--- config.mk ---
export PLATFORM = sky130hd
export DESIGN_NAME = lamp_addr_target
export DESIGN_NICKNAME = d
export VERILOG_FILES = /design/src/shared/lamp_addr_pkg.sv /design/src/hw/lamp_addr_target.sv
export SDC_FILE = /design/constraint.sdc
export NUM_CORES = 1
export LEC_CHECK = 0
export ABC_AREA = 1
export BUFFER_PORTS_ARGS = -buffer_cell sky130_fd_sc_hd__buf_2
export CELL_PAD_IN_SITES_DETAIL_PLACEMENT = 1
export CELL_PAD_IN_SITES_GLOBAL_PLACEMENT = 1
export CORE_MARGIN = 1
export CORE_UTILIZATION = 47
export CTS_BUF_LIST = sky130_fd_sc_hd__clkbuf_8 sky130_fd_sc_hd__clkbuf_16
export DETAILED_ROUTE_END_ITERATION = 10
export HOLD_SLACK_MARGIN = 0.08
export PLACE_DENSITY_LB_ADDON = 0.1
export SKIP_CTS_REPAIR_TIMING = 1
export SYNTH_ARGS = -nofsm -noshare
export SYNTH_HDL_FRONTEND = slang
export SYNTH_SLANG_ARGS = --single-unit
--- constraint.sdc ---
create_clock -name mclk -period 3.7 [get_ports mclk]
set_clock_uncertainty 0.15 [all_clocks]
set_input_delay 0.185 -clock mclk [delete_from_list [all_inputs] [get_ports mclk]]
set_output_delay 0.185 -clock mclk [all_outputs]
set_load 0.005 [all_outputs]
--- src/shared/lamp_addr_pkg.sv ---
// Constants and types for the serial target front end of the lamp driver
package lamp_addr_pkg;

    // ------------------------------------------------------------------
    // Reset values
    // ------------------------------------------------------------------
    localparam logic [7:0] CMD_RST       = 8'h80;
    localparam logic [7:0] BCAST_RST     = 8'hE0;
    localparam logic [7:0] GRP1_RST      = 8'hE2;
    localparam logic [7:0] GRP2_RST      = 8'hE4;
    localparam logic [7:0] GRP3_RST      = 8'hE8;
    localparam logic [3:0] MODE1_EN_RST  = 4'h1;   // Broadcast on, groups off
    localparam logic [7:0] SOFT_RST_BYTE = 8'h06;  // Reset call with write direction

    // ------------------------------------------------------------------
    // Register indices
    // ------------------------------------------------------------------
    localparam logic [3:0] IDX_MODE1 = 4'h0;
    localparam logic [3:0] IDX_GRP1  = 4'h9;
    localparam logic [3:0] IDX_GRP2  = 4'hA;
    localparam logic [3:0] IDX_GRP3  = 4'hB;
    localparam logic [3:0] IDX_BCAST = 4'hC;

    // ------------------------------------------------------------------
    // Field positions
    // ------------------------------------------------------------------
    localparam int EN_GRP1_BIT  = 3;
    localparam int EN_GRP2_BIT  = 2;
    localparam int EN_GRP3_BIT  = 1;
    localparam int EN_BCAST_BIT = 0;
    localparam int SLEEP_BIT    = 4;

    // ------------------------------------------------------------------
    // Pointer windows and increment options
    // ------------------------------------------------------------------
    localparam logic [3:0] PTR_ALL_FIRST    = 4'h0;
    localparam logic [3:0] PTR_LAST         = 4'hC;
    localparam logic [3:0] PTR_BRIGHT_FIRST = 4'h2;
    localparam logic [3:0] PTR_BRIGHT_LAST  = 4'h5;
    localparam logic [3:0] PTR_GLOBAL_FIRST = 4'h6;
    localparam logic [3:0] PTR_GLOBAL_LAST  = 4'h7;
    localparam logic [2:0] INCR_ALL         = 3'h4;
    localparam logic [2:0] INCR_BRIGHT      = 3'h5;
    localparam logic [2:0] INCR_GLOBAL      = 3'h6;
    localparam logic [2:0] INCR_MIXED       = 3'h7;

    // Register write strobe towards the register file
    typedef struct packed {
        logic       strobe;
        logic [3:0] index;
        logic [7:0] data;
    } reg_wr_s;

endpackage

--- src/hw/lamp_addr_target.sv ---
// Serial target front end: address decode, command byte and register pointer
`timescale 1ns/10ps
`default_nettype none

// Operation
// - Ten-pin build takes address from two pins; eight-pin build uses fixed address.
// - Address byte bit zero: one means read, zero means write.
// - Broadcast address resets to E0h, enabled, acked for E0h and E1h.
// - Group addresses reset to E2h, E4h, E8h and are rewritable.
// - Group addresses are disabled after reset and get no acknowledge.
// - Reset call 06h acked only with write direction.
// - After an acked write address other than the reset call the next byte becomes the command byte.
// - Command low four bits are pointer, upper three bits increment option.
// - Reset call transactions never load or use the command byte.
// - With increment flag set, pointer advances after every data byte.
// - Option 100 steps through all registers, wrapping 1100 to 0000.
// - Option 101 cycles brightness registers, wrapping 0101 to 0010.
// - Option 110 cycles global registers, wrapping 0111 to 0110.
// - Option 111 cycles brightness and global, wrapping 0111 to 0010.
// - Option 000 keeps pointer fixed across data bytes.
// - Increment changes only the pointer bits, never the option bits.
// - First data byte uses the written pointer, 0000 to 1100.
// - Pointer above its window runs to 1100, wraps to 0000, then loops.
// - Otherwise reserved bus addresses are matched like any regular address.
// - Command pointers 1101 to 1111 are not acknowledged.
// - Each group and broadcast match is gated by its own enable bit.
module lamp_addr_target #(
    parameter bit         TEN_PIN    = 1'b1,
    parameter logic [4:0] ADDR_UPPER = 5'h18,   // Upper bits for the pin-select build
    parameter logic [6:0] ADDR_FIXED = 7'h62    // Whole address for the fixed build
) (
    input  wire logic                   mclk,
    input  wire logic                   resetn,
    input  wire logic                   scl,
    input  wire logic                   sda_i,
    output logic                        sda_o,
    output logic                        sda_oe,
    input  wire logic                   hw_addr_select_pin_lo,
    input  wire logic                   hw_addr_select_pin_hi,
    input  wire logic [7:0]             reg_rdata,
    output logic [3:0]                  reg_rd_index,
    output lamp_addr_pkg::reg_wr_s      reg_wr,
    output logic [7:0]                  command_pointer_register,
    output logic                        soft_reset_call
);
    import lamp_addr_pkg::*;

    typedef enum logic [2:0] {ST_IDLE, ST_ADDR, ST_CMD, ST_WDATA, ST_ACK, ST_RDATA,
                              ST_MACK} bus_state_e;

    bus_state_e  state_q;
    bus_state_e  after_q;
    logic        scl_q;
    logic        sda_q;
    logic [3:0]  cnt_q;
    logic [7:0]  shift_q;
    logic        full_q;
    logic        oe_q;
    logic        sda_low_q;
    logic        mack_q;
    logic [7:0]  cmd_q;
    logic [3:0]  en_q;
    logic [7:0]  grp1_q;
    logic [7:0]  grp2_q;
    logic [7:0]  grp3_q;
    logic [7:0]  bcast_q;
    reg_wr_s     wr_q;
    logic        srst_q;
    logic        scl_rise;
    logic        scl_fall;
    logic        start_w;
    logic        stop_w;
    logic        byte_end;
    logic [6:0]  own_addr;
    logic        soft_reset_call_w;
    logic        addr_hit;
    logic        ack_now;
    bus_state_e  nxt_w;
    logic        rd_load;
    logic        wr_end;
    logic        adv_w;
    logic [7:0]  rd_byte;

    // ------------------------------------------------------------------
    // Pointer stepping
    // ------------------------------------------------------------------
    // A pointer past the window first runs out to the top, then loops inside
    function automatic logic [3:0] next_ptr(input logic [3:0] p, input logic [2:0] ai);
        logic [3:0] r;
        r = p;
        if (ai[2])
        begin
            if (p >= PTR_LAST)
                r = PTR_ALL_FIRST;
            else if (ai == INCR_BRIGHT && p == PTR_BRIGHT_LAST)
                r = PTR_BRIGHT_FIRST;
            else if (ai == INCR_GLOBAL && p == PTR_GLOBAL_LAST)
                r = PTR_GLOBAL_FIRST;
            else if (ai == INCR_MIXED && p == PTR_GLOBAL_LAST)
                r = PTR_BRIGHT_FIRST;
            else
                r = p + 4'h1;
        end
        return r;
    endfunction

    // ------------------------------------------------------------------
    // Bus event detection
    // ------------------------------------------------------------------
    // Pins are already synchronous, so one stage of history is enough
    always_ff @(posedge mclk or negedge resetn)
    begin
        if (!resetn)
        begin
            scl_q <= 1'b1;
            sda_q <= 1'b1;
        end
        else
        begin
            scl_q <= scl;
            sda_q <= sda_i;
        end
    end

    assign scl_rise = scl && !scl_q;
    assign scl_fall = !scl && scl_q;
    assign start_w  = scl && scl_q && sda_q && !sda_i;
    assign stop_w   = scl && scl_q && !sda_q && sda_i;
    assign byte_end = scl_fall && full_q;

    // ------------------------------------------------------------------
    // Address decode and acknowledge decision
    // ------------------------------------------------------------------
    assign own_addr = TEN_PIN ? {ADDR_UPPER, hw_addr_select_pin_hi, hw_addr_select_pin_lo}
                              : ADDR_FIXED;
    assign soft_reset_call_w  = (shift_q == SOFT_RST_BYTE);
    // No reserved address is filtered: the plain compare treats them all alike
    assign addr_hit = (shift_q[7:1] == own_addr)
                   || (en_q[EN_BCAST_BIT] && shift_q[7:1] == bcast_q[7:1])
                   || (en_q[EN_GRP1_BIT] && shift_q[7:1] == grp1_q[7:1])
                   || (en_q[EN_GRP2_BIT] && shift_q[7:1] == grp2_q[7:1])
                   || (en_q[EN_GRP3_BIT] && shift_q[7:1] == grp3_q[7:1])
                   || soft_reset_call_w;

    // Decision taken on the falling clock that ends a byte
    always_comb
    begin
        ack_now = 1'b0;
        nxt_w   = ST_IDLE;
        case (state_q)
            ST_ADDR:
            begin
                ack_now = addr_hit;
                if (shift_q[0])
                    nxt_w = ST_RDATA;
                else if (soft_reset_call_w)
                    nxt_w = ST_IDLE;
                else
                    nxt_w = ST_CMD;
            end
            ST_CMD:
            begin
                ack_now = (shift_q[3:0] <= PTR_LAST);
                nxt_w   = ST_WDATA;
            end
            ST_WDATA:
            begin
                ack_now = 1'b1;
                nxt_w   = ST_WDATA;
            end
            default:
            begin
                ack_now = 1'b0;
                nxt_w   = ST_IDLE;
            end
        endcase
    end

    assign rd_load = scl_fall && ((state_q == ST_ACK && after_q == ST_RDATA)
                               || (state_q == ST_MACK && mack_q));
    assign wr_end  = (state_q == ST_WDATA) && byte_end;
    assign adv_w   = rd_load || wr_end;

    // Read source: locally held registers, otherwise the outside register file
    always_comb
    begin
        case (cmd_q[3:0])
            IDX_MODE1: rd_byte = {cmd_q[7:5], reg_rdata[SLEEP_BIT], en_q};
            IDX_GRP1:  rd_byte = grp1_q;
            IDX_GRP2:  rd_byte = grp2_q;
            IDX_GRP3:  rd_byte = grp3_q;
            IDX_BCAST: rd_byte = bcast_q;
            default:   rd_byte = reg_rdata;
        endcase
    end

    // ------------------------------------------------------------------
    // Bit level state machine
    // ------------------------------------------------------------------
    // Start and stop override any state, so a broken transfer always recovers
    always_ff @(posedge mclk or negedge resetn)
    begin
        if (!resetn)
        begin
            state_q <= ST_IDLE;
            after_q <= ST_IDLE;
            cnt_q   <= 4'h0;
            shift_q <= 8'h00;
            full_q  <= 1'b0;
            oe_q    <= 1'b0;
            mack_q  <= 1'b0;
        end
        else if (start_w)
        begin
            state_q <= ST_ADDR;
            cnt_q   <= 4'h0;
            full_q  <= 1'b0;
            oe_q    <= 1'b0;
        end
        else if (stop_w)
        begin
            state_q <= ST_IDLE;
            oe_q    <= 1'b0;
        end
        else
        begin
            case (state_q)
                ST_ADDR, ST_CMD, ST_WDATA:
                begin
                    if (scl_rise && !full_q)
                    begin
                        shift_q <= {shift_q[6:0], sda_i};
                        cnt_q   <= cnt_q + 4'h1;
                        full_q  <= (cnt_q == 4'h7);
                    end
                    else if (byte_end)
                    begin
                        full_q  <= 1'b0;
                        cnt_q   <= 4'h0;
                        oe_q    <= ack_now;
                        after_q <= nxt_w;
                        state_q <= ack_now ? ST_ACK : ST_IDLE;
                    end
                end
                ST_ACK, ST_MACK:
                begin
                    if (scl_rise && state_q == ST_MACK)
                        mack_q <= !sda_i;
                    if (rd_load)
                    begin
                        oe_q    <= !rd_byte[7];
                        shift_q <= {rd_byte[6:0], 1'b0};
                        cnt_q   <= 4'h1;
                        state_q <= ST_RDATA;
                    end
                    else if (scl_fall)
                    begin
                        oe_q    <= 1'b0;
                        state_q <= (state_q == ST_ACK) ? after_q : ST_IDLE;
                    end
                end
                ST_RDATA:
                begin
                    if (scl_fall && cnt_q == 4'h8)
                    begin
                        oe_q    <= 1'b0;
                        mack_q  <= 1'b0;
                        state_q <= ST_MACK;
                    end
                    else if (scl_fall)
                    begin
                        oe_q    <= !shift_q[7];
                        shift_q <= {shift_q[6:0], 1'b0};
                        cnt_q   <= cnt_q + 4'h1;
                    end
                end
                default: state_q <= ST_IDLE;
            endcase
        end
    end

    // ------------------------------------------------------------------
    // Command byte and pointer
    // ------------------------------------------------------------------
    // Only a non-reset write leads to ST_CMD, and the pointer survives stops
    always_ff @(posedge mclk or negedge resetn)
    begin
        if (!resetn)
            cmd_q <= CMD_RST;
        else if (state_q == ST_CMD && byte_end && ack_now)
            cmd_q <= shift_q;
        else if (adv_w)
            cmd_q[3:0] <= next_ptr(cmd_q[3:0], cmd_q[7:5]);
    end

    // ------------------------------------------------------------------
    // Locally held enables and call addresses
    // ------------------------------------------------------------------
    // Option bits of the mode register are read only, so only enables store
    always_ff @(posedge mclk or negedge resetn)
    begin
        if (!resetn)
        begin
            en_q    <= MODE1_EN_RST;
            grp1_q  <= GRP1_RST;
            grp2_q  <= GRP2_RST;
            grp3_q  <= GRP3_RST;
            bcast_q <= BCAST_RST;
        end
        else if (wr_end)
        begin
            case (cmd_q[3:0])
                IDX_MODE1: en_q    <= shift_q[3:0];
                IDX_GRP1:  grp1_q  <= shift_q;
                IDX_GRP2:  grp2_q  <= shift_q;
                IDX_GRP3:  grp3_q  <= shift_q;
                IDX_BCAST: bcast_q <= shift_q;
                default:   en_q    <= en_q;
            endcase
        end
    end

    // ------------------------------------------------------------------
    // Outward strobes
    // ------------------------------------------------------------------
    // One-cycle pulses; the register file must take them in that cycle
    always_ff @(posedge mclk or negedge resetn)
    begin
        if (!resetn)
        begin
            wr_q      <= '0;
            srst_q    <= 1'b0;
            sda_low_q <= 1'b0;
        end
        else
        begin
            wr_q.strobe <= wr_end;
            wr_q.index  <= cmd_q[3:0];
            wr_q.data   <= shift_q;
            srst_q      <= (state_q == ST_ADDR) && byte_end && soft_reset_call_w;
            sda_low_q   <= 1'b0;   // Open drain: only ever pulls low
        end
    end

    assign sda_o                    = sda_low_q;
    assign sda_oe                   = oe_q;
    assign reg_rd_index             = cmd_q[3:0];
    assign reg_wr                   = wr_q;
    assign command_pointer_register = cmd_q;
    assign soft_reset_call          = srst_q;
endmodule // lamp_addr_target

`default_nettype wire

==> flow_summary.ini <==
[run_status]
status = completed

[logic_synthesis]
synthMuxAreaShare_pct = 0
syn_inst = 625
synth_top_family_by_area = simple AND/OR/NAND/NOR gates
ys_warn_count = 0
synth_cell_types = 40
synth_compound_gate_area_share_pct = 14.1
yosysTopAreaCell = dfrtp_1
synth-xor-area-share_pct = 0.381
synth_top_area_share_pct = 33.8
ys_top_cells_by_area = dfrtp_1 34%, nand2_1 17%, dfstp_2 11%
synthSimpleGateAreaFrac_pct = 29.6
synth_fa_ha_area_share_pct = 1.63
syn-num-nets = 645
syn_area_um2 = 4600
ys_seq_area_share_pct = 44.6
synth.avg_cell_area_um2 = 7.35
synth-seq-cells = 81

[clocking]
numCtsBuffers = 9
clockBufferDepth = 2
cts_root_buf = clkbuf_8
htree_levels = 3
cts_tree = built
clk_pin_slew_ns = 0.09
cts.sinks = 81
clock_latency_ns = 0.36

[detailed_routing]
avgViaCountPerCell = 5.51
drc = 0
wl_um = 14700
dr.pass1.iters = 4
drt_iter0_markers = 247
routedWlPerCell_um = 18.6
num_vias = 4357
ant_nets = 0

[timing]
rsz0062_at_grt = no
drv_slew = 0
setup_violations = 0
hold_viol = 0
worst_pin_slew_ns = 1.04
tns_ns = 0
period_minus_slack_ns = 2.65
fmax_mhz = 377
finalCritPeriodShare_pct = 71.7
slew_headroom_pct = 30.7

[worst_hold_path]
whs_path_depth = 7
hold_class = in -> reg

[die]
die_h_um = 101
fp.dieW_um = 101
initial_core_util_pct = 49.0
io_pins = 42
fp-row-count = 35
core_um2 = 9370
die-area_um2 = 10200

[placed_design]
place_congestion = 0.912
io_buffers = 40
dp_hpwl_um = 10600
place_area_um2 = 4810

[layout]
drive_gt1_share_pct = 17.1
syn_to_final_growth_pct = 10.1
final_common_cell = nand2_1
n_antenna_cell = 0
layout_common_cells = 209 x nand2_1, 65 x inv_1, 62 x o21ai_0, 62 x dfrtp_1, 47 x nor2_1
final_core_util_pct = 54.0
final_area_um2 = 5060
nets = 677

[power]
p_per_area_nw_per_um2 = 517
peakVddDrop_mv = 0.320
p_leak_nw = 2.42

[critical_path]
critPathKind = reg -> reg
critPathMostFrequentCell = inv_2
end_kind = flip-flop
cp.required_ns = 3.83
slowest_stage = dfrtp_1
r2r_cells = 11
path_cells = inv_2 > nand2_2 > inv_1 > nand3_1 > a21oi_2 > o21ai_1 > inv_2 > nand2_2 > inv_2 > o21ai_0 > o21ai_1
slowest_delay_ns = 0.47
crit_arrival_ns = 2.78
critPathMaxFanout = 14
worst_setup_path_start_kind = flip-flop

[global_route]
grt_pass1_wl_um = 23900
grtUsageTotal_pct = 31.4
grt_pass1_vias = 4477
antenna_found_initial = 0
grt_max_degree = 82
grt_overflow = 0

[job]
drv_cap = 0
## Yosys cell counts, drive strengths merged
library cell    n
a211oi          2
a21oi          15
a31oi           5
buf            17
clkbuf          5
conb            1
dfrtp          62
dfstp          19
ha              6
inv            77
nand2         217
nand3          26
nand3b          1
nand4           8
nor2           51
nor3           11
nor3b           1
o2111ai         1
o211ai          4
o21ai          79
o22ai           8
o31ai           1
o41ai           1
or2             5
xnor2           1
xor2            1
## worst paths after layout
path	from	slack, ns	end
max	state_q[0]$_DFFE_PN0P_	1.05	shift_q[6]$_DFFE_PN0P_
min reg2reg	command_pointer_register[4]$_DFFE_PN0P_	0.35	command_pointer_register[4]$_DFFE_PN0P_
max reg2reg	state_q[0]$_DFFE_PN0P_	1.05	shift_q[6]$_DFFE_PN0P_
min	reg_rdata[3]	0.09	shift_q[4]$_DFFE_PN0P_
min in group asynchronous	resetn	0.41	reg_wr[5]$_DFF_PN0_
max in group asynchronous	resetn	2.32	shift_q[3]$_DFFE_PN0P_
## cell families after synthesis
logic type | after synthesis
AOI/OAI and AO/OA | 116
adders and majority gates | 6
DFF | 81
and+or+nand+nor | 320
buffers and inverters | 99
other | 1
xor gates and xnor gates | 2
## stage by stage
| step | std cells | power [mW] | hold slack (ns) | setup WS, ns |
|---|---|---|---|---|
| 6_report | 791 | 2.62 | 0.0922 | 1.05 |
| 2_1_floorplan | 625 | 1.62 | -0.261 | 1.83 |
| 4_1_cts | 788 | 2.62 | -0.206 | 1.07 |
| 5_1_grt | 791 | 2.76 | 0.127 | 0.773 |
| 3_3_place_gp | 772 | 1.86 | 0.179 | 1.19 |
| 3_5_place_dp | 772 | 1.87 | 0.184 | 1.12 |
## cell type report
type	instances	area, µm²
multi-input combinational	445	2100
inverter	77	289
clock inverter	6	83.8
clock buffer	10	138
sequential	81	2050
fill	1267	4310
tap	129	161
timing repair buffer	43	233
## report_power, final
group	internal (mW)	leakage, nW	total [mW]	switching (mW)
Combinational	0.217	1.26	0.728	0.511
Clock	0.396	0.115	0.742	0.346
Sequential	0.983	1.04	1.15	0.165
Total	1.60	2.42	2.62	1.02
## routing by layer
metal | up-vias | GRT usage (%) | routed length (µm)
li1 | 2051 | - | -
met5 | - | 0 | 0
met4 | 0 | 12.4 | 374
met3 | 32 | 5.06 | 850
met2 | 135 | 48.2 | 6760
met1 | 2139 | 44.3 | 6750
## registers in the layout (all words and copies together) (netlist names)
register                  cells
after_q                       3
bcast_q                       8
cnt_q                         4
command_pointer_register      8
en_q                          4
full_q                        1
grp1_q                        8
grp2_q                        8
grp3_q                        8
mack_q                        1
reg_wr                       13
scl_q                         1
sda_oe                        1
sda_q                         1
shift_q                       8
soft_reset_call               1
state_q                       3
## critical path, delay by kind of cell (launching register included)
family                 cells  cell delay [ns]
AO/OA/AOI/OAI              4             0.76
buffers and inverters      4             0.75
AND/OR/NAND/NOR            3             0.43
flip-flops                 1             0.47
Note: power is estimated with default switching activity, not from simulation.
